`config.mk`:
```
export PLATFORM = sky130hd
export DESIGN_NAME = lpddc_dev_flat
export DESIGN_NICKNAME = d
export VERILOG_FILES = /design/src/common/lpddc_pkg.sv /design/src/common/lpddc_if.sv /design/src/rtl/lpddc_dev.sv /design/src/flat_wrapper.sv
export SDC_FILE = /design/constraint.sdc
export NUM_CORES = 1
export LEC_CHECK = 0
export ABC_AREA = 1
export BUFFER_PORTS_ARGS = -buffer_cell sky130_fd_sc_hd__buf_4
export CAP_MARGIN = 5
export CORE_UTILIZATION = 40
export CTS_BUF_LIST = sky130_fd_sc_hd__clkbuf_8
export CTS_CLUSTER_SIZE = 25
export DETAILED_ROUTE_END_ITERATION = 10
export PLACE_DENSITY_LB_ADDON = 0.1
export SLEW_MARGIN = 20
export SYNTH_ARGS = -nofsm -noshare
export SYNTH_HDL_FRONTEND = slang
export SYNTH_SLANG_ARGS = --single-unit
```
`constraint.sdc`:
```
create_clock -name ref_clk -period 1.6 [get_ports ref_clk]
set_input_delay 0 -clock ref_clk [delete_from_list [all_inputs] [get_ports ref_clk]]
set_output_delay 0 -clock ref_clk [all_outputs]
set_load 0.01 [all_outputs]
```
`src/common/lpddc_pkg.sv`:
```
// shared constants and types of the command/address decoder pair
package lpddc_pkg;
	// ========================================
	// bus geometry
	localparam int CA_W   = 10;
	localparam int BANK_W = 3;
	localparam int ROW_W  = 15;
	localparam int COL_W  = 12;
	localparam int MA_W   = 8;
	localparam int OP_W   = 8;

	// ========================================
	// field positions on the rising half
	localparam int R_MA_LSB  = 4;   // mode_reg_address low six bits
	localparam int R_ROW_LSB = 2;   // row bits 12..8
	localparam int R_COL_LSB = 5;   // column bits 2..1
	localparam int R_AB_BIT  = 4;   // all_banks_flag
	localparam int R_BA_LSB  = 7;   // bank address
	// field positions on the falling half
	localparam int F_MA_LSB  = 0;   // mode_reg_address high two bits
	localparam int F_OP_LSB  = 2;   // operand_bits
	localparam int F_AP_BIT  = 0;   // auto_precharge_flag
	localparam int F_COL_LSB = 1;   // column bits 11..3
	localparam int F_RHI_LSB = 8;   // row bits 14..13

	// ========================================
	// mode register addresses
	localparam logic [MA_W-1:0] MA_DEVICE_RESET_TRIGGER = 8'h3F;
	localparam logic [MA_W-1:0] MA_UNUSED_BF            = 8'hBF;
	localparam logic [MA_W-1:0] MA_UNUSED_FF            = 8'hFF;
	localparam logic [MA_W-1:0] MA_RESERVED_LO          = 8'h40;

	// ========================================
	// reset values and timing
	localparam logic [CA_W-1:0] CA_IDLE = 10'h000;
	localparam int NUM_BANKS_DEF = 8;
	localparam int CLK_PERIOD_NS = 8;
	localparam int TXP_NS        = 24;
	localparam int TXP_CYC_DEF   = (TXP_NS + CLK_PERIOD_NS - 1) / CLK_PERIOD_NS;
	localparam int BURST_LEN     = 8;
	localparam int BURST_CYC_DEF = BURST_LEN / 2;

	// ========================================
	// decoded commands and power states
	typedef enum logic [3:0] {
		CMD_NOP, CMD_MRW, CMD_MRR, CMD_REFPB, CMD_REFAB, CMD_ACT, CMD_WR,
		CMD_RD, CMD_PRE, CMD_BST, CMD_PDE, CMD_SRE, CMD_DPDE, CMD_PDX
	} lpddc_cmd_t;

	typedef enum logic [2:0] {
		PW_RUN, PW_APD, PW_IPD, PW_SREF, PW_DPD
	} lpddc_pwr_t;

	// addresses at or above 040 are reserved, vendor or unused
	function automatic logic lpddc_ma_forbidden(input logic [MA_W-1:0] a);
		return a >= MA_RESERVED_LO;
	endfunction
endpackage

```
`src/common/lpddc_if.sv`:
```
// command/address link between controller and memory device
`timescale 1ns/1ps
`default_nettype none
interface lpddc_if;
	import lpddc_pkg::*;
	// ========================================
	// pins, both halves of the double rate bus
	logic            cs_n;
	logic            cke;
	logic [CA_W-1:0] ca_rise;
	logic [CA_W-1:0] ca_fall;

	modport host (output cs_n, output cke, output ca_rise, output ca_fall);
	modport dev  (input cs_n, input cke, input ca_rise, input ca_fall);
endinterface
`default_nettype wire

```
`src/rtl/lpddc_dev.sv`:
```
// memory-side command/address decoder with bank and power tracking
`timescale 1ns/1ps
`default_nettype none
module lpddc_dev
	import lpddc_pkg::*;
#(
	parameter int NUM_BANKS = NUM_BANKS_DEF,
	parameter int BURST_CYC = BURST_CYC_DEF
) (
	// clock and reset
	input  wire logic              ref_clk,
	input  wire logic              srst,
	// link to the controller
	lpddc_if.dev                   bus,
	// decoded command
	output logic                   cmd_valid,
	output lpddc_cmd_t             cmd_code,
	output logic [BANK_W-1:0]      cmd_bank,
	output logic [ROW_W-1:0]       cmd_row,
	output logic [COL_W-1:0]       cmd_col,
	output logic [MA_W-1:0]        mode_reg_address,
	output logic [OP_W-1:0]        operand_bits,
	output logic                   auto_precharge_flag,
	output logic                   all_banks_flag,
	// device state
	output logic                   dev_reset,
	output logic                   ap_done,
	output logic                   illegal,
	output lpddc_pwr_t             pwr_state,
	output logic [NUM_BANKS-1:0]   banks_open,
	output logic                   wake
);
	// ========================================
	// registers
	logic                 cke_prev_r;
	lpddc_pwr_t           pwr_r;
	logic [NUM_BANKS-1:0] open_r;
	logic                 ill_r;
	logic [BANK_W-1:0]    ap_bank_r;
	logic [7:0]           ap_cnt_r;
	logic                 ap_done_r;
	logic                 valid_r;
	lpddc_cmd_t           code_r;
	logic [CA_W-1:0]      rise_r;
	logic [CA_W-1:0]      fall_r;
	logic                 rst_r;

	// decode nets
	lpddc_cmd_t           cmd_nxt;
	logic                 bad_nxt;
	logic [3:0]           op4;
	logic [MA_W-1:0]      ma_now;
	logic [BANK_W-1:0]    ba_now;
	logic                 any_open;

	assign op4      = {bus.ca_rise[0], bus.ca_rise[1], bus.ca_rise[2], bus.ca_rise[3]};
	assign ma_now   = {bus.ca_fall[F_MA_LSB +: 2], bus.ca_rise[R_MA_LSB +: 6]};
	assign ba_now   = bus.ca_rise[R_BA_LSB +: BANK_W];
	assign any_open = |open_r;

	// ========================================
	// command identification from cs_n, cke and op4
	always_comb begin
		cmd_nxt = CMD_NOP;
		bad_nxt = 1'b0;
		if (cke_prev_r && bus.cke) begin
			if (!bus.cs_n) begin
				casez (op4)
					4'b0000: cmd_nxt = CMD_MRW;
					4'b0001: cmd_nxt = CMD_MRR;
					4'b0010: cmd_nxt = CMD_REFPB;
					4'b0011: cmd_nxt = CMD_REFAB;
					4'b01??: cmd_nxt = CMD_ACT;
					4'b100?: cmd_nxt = CMD_WR;
					4'b101?: cmd_nxt = CMD_RD;
					4'b1101: cmd_nxt = CMD_PRE;
					4'b1100: cmd_nxt = CMD_BST;
					default: cmd_nxt = CMD_NOP;
				endcase
			end
			if (pwr_r != PW_RUN)
				bad_nxt = !bus.cs_n;
		end else if (cke_prev_r && !bus.cke) begin
			if (bus.cs_n) begin
				cmd_nxt = CMD_PDE;
			end else begin
				casez (op4[3:1])
					3'b001:  cmd_nxt = CMD_SRE;
					3'b110:  cmd_nxt = CMD_DPDE;
					default: bad_nxt = 1'b1;
				endcase
			end
		end else if (!cke_prev_r && bus.cke) begin
			cmd_nxt = CMD_PDX;
			bad_nxt = !bus.cs_n;
		end
		// commands that are defined but not allowed here
		case (cmd_nxt)
			CMD_REFPB: if (NUM_BANKS != 8) bad_nxt = 1'b1;
			CMD_MRR:   if (ma_now == MA_DEVICE_RESET_TRIGGER) bad_nxt = 1'b1;
			CMD_MRW:   if (lpddc_ma_forbidden(ma_now)) bad_nxt = 1'b1;
			CMD_SRE, CMD_DPDE: if (any_open) bad_nxt = 1'b1;
			default: ;
		endcase
	end

	// ========================================
	// cke history, sampled at rise only
	always_ff @(posedge ref_clk) begin
		if (srst)
			cke_prev_r <= 1'b1;
		else
			cke_prev_r <= bus.cke;
	end

	// ========================================
	// both bus halves captured with the command
	always_ff @(posedge ref_clk) begin
		if (srst) begin
			valid_r <= 1'b0;
			code_r  <= CMD_NOP;
			rise_r  <= CA_IDLE;
			fall_r  <= CA_IDLE;
		end else begin
			valid_r <= (cmd_nxt != CMD_NOP) && !bad_nxt;
			code_r  <= cmd_nxt;
			rise_r  <= bus.cs_n ? CA_IDLE : bus.ca_rise;
			fall_r  <= bus.cs_n ? CA_IDLE : bus.ca_fall;
		end
	end

	// ========================================
	// sticky flag for undefined events, cleared only by reset
	always_ff @(posedge ref_clk) begin
		if (srst)
			ill_r <= 1'b0;
		else if (bad_nxt)
			ill_r <= 1'b1;
	end

	// ========================================
	// device reset request from mode write
	always_ff @(posedge ref_clk) begin
		if (srst)
			rst_r <= 1'b0;
		else
			rst_r <= !bad_nxt && cmd_nxt == CMD_MRW && ma_now == MA_DEVICE_RESET_TRIGGER;
	end

	// ========================================
	// power state; exit follows cke directly
	assign wake = (pwr_r != PW_RUN) && bus.cke;

	always_ff @(posedge ref_clk) begin
		if (srst) begin
			pwr_r <= PW_RUN;
		end else if (wake) begin
			pwr_r <= PW_RUN;
		end else if (!bad_nxt) begin
			case (cmd_nxt)
				CMD_PDE:  pwr_r <= any_open ? PW_APD : PW_IPD;
				CMD_SRE:  pwr_r <= PW_SREF;
				CMD_DPDE: pwr_r <= PW_DPD;
				default:  pwr_r <= pwr_r;
			endcase
		end
	end

	// ========================================
	// open banks: activate, precharge, auto precharge
	always_ff @(posedge ref_clk) begin
		if (srst) begin
			open_r <= '0;
		end else if (wake && pwr_r == PW_DPD) begin
			open_r <= '0; // deep exit loses all content
		end else begin
			if (ap_cnt_r == 8'h01)
				open_r[ap_bank_r] <= 1'b0;
			if (!bad_nxt && cmd_nxt == CMD_ACT)
				open_r[ba_now] <= 1'b1;
			if (!bad_nxt && cmd_nxt == CMD_PRE) begin
				if (bus.ca_rise[R_AB_BIT])
					open_r <= '0;
				else
					open_r[ba_now] <= 1'b0;
			end
		end
	end

	// ========================================
	// auto precharge timer, one pending bank
	always_ff @(posedge ref_clk) begin
		if (srst) begin
			ap_cnt_r  <= 8'h00;
			ap_bank_r <= '0;
			ap_done_r <= 1'b0;
		end else begin
			ap_done_r <= ap_cnt_r == 8'h01;
			if (!bad_nxt && (cmd_nxt == CMD_RD || cmd_nxt == CMD_WR)
			    && bus.ca_fall[F_AP_BIT]) begin
				ap_cnt_r  <= 8'(BURST_CYC);
				ap_bank_r <= ba_now;
			end else if (ap_cnt_r != 8'h00) begin
				ap_cnt_r <= ap_cnt_r - 8'h01;
			end
		end
	end

	// ========================================
	// field extraction from the captured halves
	assign cmd_valid           = valid_r;
	assign cmd_code            = code_r;
	assign cmd_bank            = rise_r[R_BA_LSB +: BANK_W];
	assign cmd_row             = {fall_r[F_RHI_LSB +: 2], rise_r[R_ROW_LSB +: 5],
	                              fall_r[7:0]};
	assign cmd_col             = {fall_r[F_COL_LSB +: 9], rise_r[R_COL_LSB +: 2], 1'b0};
	assign mode_reg_address    = {fall_r[F_MA_LSB +: 2], rise_r[R_MA_LSB +: 6]};
	assign operand_bits        = fall_r[F_OP_LSB +: OP_W];
	assign auto_precharge_flag = fall_r[F_AP_BIT];
	assign all_banks_flag      = rise_r[R_AB_BIT];
	assign dev_reset           = rst_r;
	assign ap_done             = ap_done_r;
	assign illegal             = ill_r;
	assign pwr_state           = pwr_r;
	assign banks_open          = open_r;
endmodule
`default_nettype wire

```
`src/flat_wrapper.sv`:
```
// flat-port wrapper written by rule: the top's interface ports become plain ports
module lpddc_dev_flat import lpddc_pkg::*;
#(
	parameter int NUM_BANKS = NUM_BANKS_DEF,
	parameter int BURST_CYC = BURST_CYC_DEF
)
  (ref_clk, srst, cmd_valid, cmd_code, cmd_bank, cmd_row, cmd_col, mode_reg_address, operand_bits, auto_precharge_flag, all_banks_flag, dev_reset, ap_done, illegal, pwr_state, banks_open, wake, bus_cs_n, bus_cke, bus_ca_rise, bus_ca_fall);
  lpddc_if bus_i ();
  input  wire logic ref_clk;
  input  wire logic srst;
  output logic cmd_valid;
  output lpddc_cmd_t cmd_code;
  output logic [BANK_W-1:0] cmd_bank;
  output logic [ROW_W-1:0] cmd_row;
  output logic [COL_W-1:0] cmd_col;
  output logic [MA_W-1:0] mode_reg_address;
  output logic [OP_W-1:0] operand_bits;
  output logic auto_precharge_flag;
  output logic all_banks_flag;
  output logic dev_reset;
  output logic ap_done;
  output logic illegal;
  output lpddc_pwr_t pwr_state;
  output logic [NUM_BANKS-1:0] banks_open;
  output logic wake;
  input wire logic [$bits(bus_i.cs_n)-1:0] bus_cs_n;
  input wire logic [$bits(bus_i.cke)-1:0] bus_cke;
  input wire logic [$bits(bus_i.ca_rise)-1:0] bus_ca_rise;
  input wire logic [$bits(bus_i.ca_fall)-1:0] bus_ca_fall;
  assign bus_i.cs_n = bus_cs_n;
  assign bus_i.cke = bus_cke;
  assign bus_i.ca_rise = bus_ca_rise;
  assign bus_i.ca_fall = bus_ca_fall;
  lpddc_dev #(.NUM_BANKS(NUM_BANKS), .BURST_CYC(BURST_CYC)) u_core (.ref_clk(ref_clk), .srst(srst), .bus(bus_i), .cmd_valid(cmd_valid), .cmd_code(cmd_code), .cmd_bank(cmd_bank), .cmd_row(cmd_row), .cmd_col(cmd_col), .mode_reg_address(mode_reg_address), .operand_bits(operand_bits), .auto_precharge_flag(auto_precharge_flag), .all_banks_flag(all_banks_flag), .dev_reset(dev_reset), .ap_done(ap_done), .illegal(illegal), .pwr_state(pwr_state), .banks_open(banks_open), .wake(wake));
endmodule
```
==> results of run 1 <==
-- synthesized netlist by cell type, drive strengths merged, types with 2 or more instances --
cell type and count:
ha 2, nor4 2, xor2 6, o41ai 8, nand2 62, inv 54, or2 6, nand3 10
nor2 75, nor3 14, dfxtp 49, nand4 23, clkbuf 3, buf 33, a21oi 7, o21ai 6
-- cell families after synthesis --
| family | Yosys count | share of synthesized area (%) |
|---|---|---|
| and+or+nand+nor | 192 | 35.9 |
| buffers and inverters | 91 | 17.6 |
| DFF | 49 | 36.4 |
| AOI/OAI and AO/OA | 26 | 7.15 |
| xor gates and xnor gates | 6 | 1.95 |
| adders and majority gates | 2 | 0.929 |
| other | 1 | 0.139 |
-- repair_timing --
item                                    4_1_cts  5_1_grt
hold endpoints to repair                     25        0
pin swaps                                     3        3
endpoints found under the setup margin       24       25
resized for setup                             9        6
hold buffers                                 17        0
gates cloned                                  0        0
-- worst reg2reg max path, cell delays in order (launching register included) --
cell,delay [ns]
dfxtp_4,0.40
nand2_4,0.06
nor2_4,0.12
nand2_2,0.07
clkinv_2,0.05
nand2_4,0.05
nand3_2,0.07
nor2_1,0.04
nand2_1,0.06
nand2_2,0.06
nor2_4,0.16
buf_12,0.17
nand4_1,0.10
nand2_1,0.09
inv_1,0.03
nor2_1,0.08
-- metal layers --
layer	wire length (um)	track usage (%)	up-vias
met1	2850	24.3	1158
met3	244	2.37	5
met5	0	0	-
met4	48	4.70	0
met2	3160	31.8	51
li1	-	-	1358
-- state kept, by name, summed over array words and instances, names as in the netlist --
register and cells:
u_core.fall_r 10, u_core.ap_cnt_r 8, u_core.banks_open 8, u_core.rise_r 8, u_core.cmd_code 4, u_core.ap_bank_r 3, u_core.pwr_state 3, u_core.ap_done 1
u_core.cke_prev_r 1, u_core.cmd_valid 1, u_core.dev_reset 1, u_core.illegal 1
-- how the worst max path moves through the flow --
| stage | slack [ns] | endpoint | cells past startpoint |
|---|---|---|---|
| 3_5_place_dp | -0.10 | u_core.banks_open[6] | 15 |
| 5_1_grt | -0.25 | u_core.banks_open[5] | 15 |
| 2_1_floorplan | 0.002 | u_core.ap_cnt_r[1] | 13 |
| 6_report | -0.08 | u_core.banks_open[6] | 15 |
| 3_3_place_gp | -0.07 | u_core.banks_open[6] | 15 |
| 4_1_cts | -0.09 | u_core.banks_open[6] | 15 |
-- cell type report --
class,instances,area (um2)
clock buffer,5,68.8
clock inverter,3,46.3
fill,584,2590
inverter,55,213
multi-input combinational,227,1310
sequential,49,985
tap,77,96.3
timing repair buffer,138,1110
-- cell usage in the layout, fill, tap and decap left out, drive strengths merged --
master	count
clkbuf	5
o41ai	8
nand3	10
nor3	14
dfxtp	49
o22ai	1
o21bai	1
o211ai	1
nor2	75
a21oi	7
bufinv	1
buf	121
ha	2
clkinv	2
o31a	1
inv	54
a31oi	1
xor2	6
clkinvlp	1
nand4	23
or2	6
nand2	62
dlygate4sd3	17
o21ai	6
nor4	2
conb	1
-- stage by stage --
stage	power [mW]	utilization [%]	setup TNS [ns]	hold WS [ns]
final	3.66	59.7	-1.03	0.0318
after global routing	3.94	59.7	-4.56	0.0408
after CTS	3.69	59.3	-0.884	0.0197
after detailed placement	2.75	54.4	-1.19	0.221
after global placement	2.74	54.4	-0.718	0.212
after floorplan	2.33	-	0	0.103
-- where the power goes --
group | internal, mW | switching (mW)
clock | 0.468 | 0.420
combinational | 0.620 | 0.729
sequential | 1.35 | 0.0748
total | 2.44 | 1.22
==> summary.txt, run 1 <==
Worst hold path
  – Worst Hold Depth: 3
  – Worst Hold End: u_core.rise_r[9]
  – Hold Path Class: in2reg
  – Hold Startpoint: bus_ca_rise[9]

Global routing
  – Global Route Usage Sum: 18.4%
  – Total grt overflow: 0
  – Pin count of the biggest net entering global routing: 20
  – Vias in the first global route: 2415
  – First-pass GRT wire length: 10700 um
  – Antenna violations before repair: 0

CTS
  – CTS tree: done
  – Total CTS buffers: 5
  – Clock sink total: 49
  – H-Tree Depth: 2
  – CTS root buf: clkbuf_8
  – Longest Clk Path Bufs: 2
  – Clock Pin Slew Worst Setup and Hold Paths: 0.09 ns
  – Postcts setup bufs: 0
  – Clock insertion delay at the later pin of the skew report: 0.30 ns

Yosys
  – Ys flop type: dfxtp_1
  – Post-synth top area cell: dfxtp_1
  – Synth Instances: 367
  – Syn Area/Cell: 7.34 um2
  – Sequential fraction of the synthesis area: 36.4%
  – Synth top area share: 36.4%
  – Top post-synthesis cells by area: dfxtp_1 36%, buf_4 8.4%, nor2_1 7.9%
  – Synth warnings: 0
  – Number of synthesized flops with an enable pin: 0
  – Mapped Nets: 393
  – Asr flop ratio synth: 0%
  – Mapped Area: 2690 um2
  – Post-synth cell types: 37
  – #FFs+latches synth: 49

Setup path
  – CP max-delay cell: dfxtp_4
  – Worst EP required: 1.84 ns
  – Startpoint Class: register
  – CP endpoint kind: register
  – Worst r2r src: u_core.cke_prev_r
  – Worst Reg-to-Reg Cells: 15
  – Cell-by-cell trace of the critical path: nand2_4 > nor2_4 > nand2_2 > clkinv_2 > nand2_4 > nand3_2 > nor2_1 > nand2_1 > nand2_2 > nor2_4 > buf_12 > nand4_1 > nand2_1 > inv_1 > nor2_1
  – Worst Path Arrival: 1.92 ns
  – Worst r2r dst: u_core.banks_open[6]
  – Crit path kind: reg2reg
  – Critical path's largest stage delay: 0.40 ns
  – Worst R2R Setup Slack: -0.08 ns
  – Buf/Inv on CP: 3
  – Crit path from: u_core.cke_prev_r
  – Crit path max fanout: 19
  – CP top delay family: simple AND/OR/NAND/NOR gates

Final layout
  – Post-route cell area: 3830 um2
  – Post-Layout Cell Count: 554
  – Synth-to-layout area growth: 42.2%
  – Diode count: 0
  – Layout cells sized above 1: 39.0%
  – Nets: 502

Die
  – Die Ht: 84.1 um
  – Initial core utilization: 41.9%
  – Chip width: 84.1 um
  – Core area: 6420 um2
  – Core Rows: 29
  – Num ports: 92
  – Area of the die: 7070 um2

Timing
  – Clock skew: 0.00693 ns
  – Fin worst setup slack: -0.0812 ns
  – Final period utilization: 105%
  – Final worst path period need: 1.68 ns
  – RSZ-0062 raised after global routing: true
  – Slew Limit Fails: 0
  – Fmax achieved: 595 MHz
  – Setup-failing EPs final: 20
  – Final hold vios: 0

Placement
  – GPL Wtd Cong: 0.829
  – Pre-CTS setup slack: -0.101 ns
  – PortBufs: 90
  – HPWL Detailed: 4830 um
  – Placed cells: 529
  – Area after DPL: 3490 um2

Power
  – Pwr Density: 956 nW/um2
  – Leak: 1.92 nW
  – IR drop worst, VDD: 664 uV

Drt
  – Detailed-route via count: 2572
  – Drt total wl: 6310 um
  – First DRT Iteration DRCs: 111
  – # DRC: 14
  – Vias per cell: 4.64
  – Final ANT Viol Nets: 0
  – Pre-antenna DRT Iters: 7
  – Drt wl/cell: 11.4 um

Status
  – Status: finished, violations left
  – Failing checks: DRC, setup timing

Flow run
  – Max_cap viols: 0
Note: power is estimated with default switching activity, not from simulation.
==> run 2: changes to the inputs <==
--- a/config.mk
+++ b/config.mk
@@ -8,6 +8,7 @@
 export ABC_AREA = 1
 export BUFFER_PORTS_ARGS = -buffer_cell sky130_fd_sc_hd__buf_4
 export CAP_MARGIN = 5
+export CORE_MARGIN = 4
 export CORE_UTILIZATION = 40
 export CTS_BUF_LIST = sky130_fd_sc_hd__clkbuf_8
 export CTS_CLUSTER_SIZE = 25
==> constraint.sdc (replaced) <==
create_clock -name ref_clk -period 1.6 [get_ports ref_clk]
set_input_delay 0 -clock ref_clk [delete_from_list [all_inputs] [get_ports ref_clk]]
set_output_delay 0 -clock ref_clk [all_outputs]
set_load 0.05 [all_outputs]
==> run 2 against run 1 <==
  * Critical path depth did not move
  * Sequential power barely moved
  * Largest cell class unchanged
  * Worst setup slack got worse by 0.071 ns
  * Cell area rose by 2.6%
  * Global-route usage fell by 1.6 points
  * Clock power fell by 23%
  * Wire length rose by 8.0%
  * Flip-flop and latch count did not move
  * The flow finishes with violations (setup timing)
  * Highest routed layer unchanged
  * Critical path type unchanged
==> summary.txt, run 2 (synthesis results as in run 1) <==
Setup path
  – Worst Path Arrival: 1.95 ns
  – Startpoint Class: register
  – Worst EP required: 1.80 ns
  – Worst R2R Setup Slack: -0.15 ns
  – Worst Reg-to-Reg Cells: 15
  – CP endpoint kind: register
  – Crit path kind: reg2reg
  – Crit path max fanout: 6

Power
  – Comb pwr share: 42.9%
  – Sequential Power Share: 38.6%
  – Clk pwr share: 18.5%
  – Pwr Density: 943 nW/um2
  – Leak: 1.99 nW
  – IR drop worst, VDD: 718 uV
  – Power Total: 3.71 mW
  – Switching portion of total power: 38.3%
  – Switching Power: 1.42 mW
  – Pint: 2.29 mW

Final layout
  – Diode count: 0
  – Nets: 513
  – Final Util: 60.9%
  – Most common cell after layout, fill and taps aside: buf_4
  – Synth-to-layout area growth: 46.0%
  – Filler instances: 599
  – Max FFs per register: 10
  – Layout cells sized above 1: 42.3%
  – Commonest cells after routing, fill and taps aside: 128 x buf_4, 55 x nor2_1, 52 x nand2_1
  – Top reg by flops: u_core.fall_r

Timing
  – Slew Limit Fails: 0
  – Hold slack final: 0.00181 ns
  – Clock skew: 0.00928 ns
  – Final period utilization: 110%
  – Fin worst setup slack: -0.152 ns
  – Final worst path period need: 1.75 ns
  – Fmax achieved: 571 MHz
  – RSZ-0062 raised after global routing: true
  – Setup TNS: -3.06 ns
  – Final hold vios: 0
  – Setup-failing EPs final: 25

Drt
  – Detailed-route via count: 2655
  – Pre-antenna DRT Iters: 4
  – Final ANT Viol Nets: 0
  – Drt total wl: 6810 um
  – First DRT Iteration DRCs: 115
  – # DRC: 0
  – Vias per cell: 4.71
  – Drt wl/cell: 12.1 um

Die
  – Num ports: 92
  – Core area: 6460 um2
  – Core Rows: 29
  – Chip width: 90.1 um
  – Die Ht: 90.1 um
  – Initial core utilization: 41.7%
  – Area of the die: 8110 um2

Global routing
  – Pin count of the biggest net entering global routing: 20
  – Total grt overflow: 0
  – Global Route Usage Sum: 16.8%
  – First-pass GRT wire length: 11600 um
  – Antenna violations before repair: 0
  – Vias in the first global route: 2589

CTS
  – CTS root buf: clkbuf_8
  – Clock sink total: 49
  – H-Tree Depth: 2
  – Longest Clk Path Bufs: 2
  – Clock Pin Slew Worst Setup and Hold Paths: 0.09 ns
  – Clock insertion delay at the later pin of the skew report: 0.30 ns
  – CTS tree: done
  – Total CTS buffers: 5

Placement
  – PortBufs: 90
  – GPL Wtd Cong: 0.781
  – HPWL Detailed: 5240 um

Worst hold path
  – Hold Path Class: in2reg
  – Worst Hold Depth: 3

Status
  – Status: finished, violations left
  – Failing checks: setup timing

Flow run
  – Max_cap viols: 0
-- run 2: power by group through the flow --
stage / clock network [mW] / logic (mW) / registers, mW
CTS: 0.720 / 1.54 / 1.43
global route: 0.760 / 1.77 / 1.45
global placement: 0 / 1.48 / 1.45
detailed placement: 0 / 1.50 / 1.46
floorplan: 0 / 0.971 / 1.59
finish: 0.686 / 1.59 / 1.43
-- run 2: through the flow --
stage | cells | setup slack (ns) | instance area [um2]
final | 564 | -0.152 | 3930
after global routing | 564 | -0.306 | 3930
after CTS | 561 | -0.0820 | 3830
after detailed placement | 539 | -0.104 | 3580
after global placement | 539 | -0.0748 | 3580
after floorplan | 367 | -0.0218 | 2740
-- run 2: final timing paths --
kind | end | startpoint
setup / recovery | u_core.pwr_state[2] | u_core.cke_prev_r
setup reg to reg | u_core.pwr_state[2] | u_core.cke_prev_r
hold reg to reg | u_core.pwr_state[2] | u_core.pwr_state[2]
hold / removal | u_core.cke_prev_r | bus_cke
-- run 2: routing by layer --
metal / GRT usage, % / part of all wire, % / up-vias
met1: 20.7 / 43 / 1191
met5: 0 / 0 / -
met4: 4.08 / 0.92 / 0
met3: 4.51 / 6.5 / 6
met2: 29.2 / 49 / 77
li1: - / - / 1381
-- run 2: final cells by class --
cell class                      count  area [um2]  share of cell area (%)
Multi-Input combinational cell    227        1320                    33.4
Tap cell                           77        96.3                    2.45
Sequential cell                    49        1000                    25.5
Inverter                           55         210                    5.35
Timing Repair Buffer              149        1230                    31.3
Clock inverter                      2        8.76                   0.223
Clock buffer                        5        68.8                    1.75
-- run 2: timing repair --
item                                    in CTS  in global routing
pin swaps                                    2                  2
hold buffers                                15                  0
endpoints found under the setup margin      25                 25
endpoints found under the hold margin       22                  0
cloned                                       0                  2
gates resized for setup                      7                  7
setup buffers                                0                  1
-- run 2: worst max-delay path, cell delays in order (launching register included) --
cell,delay [ns]
dfxtp_4,0.39
nand2_4,0.07
nor2_4,0.12
nand2_2,0.07
clkinv_2,0.05
nand2_4,0.06
a21oi_4,0.16
nand2_2,0.08
nor2_4,0.11
nor2_4,0.05
buf_12,0.13
nand2_4,0.07
buf_4,0.14
inv_1,0.04
nand2_1,0.07
a21oi_2,0.05
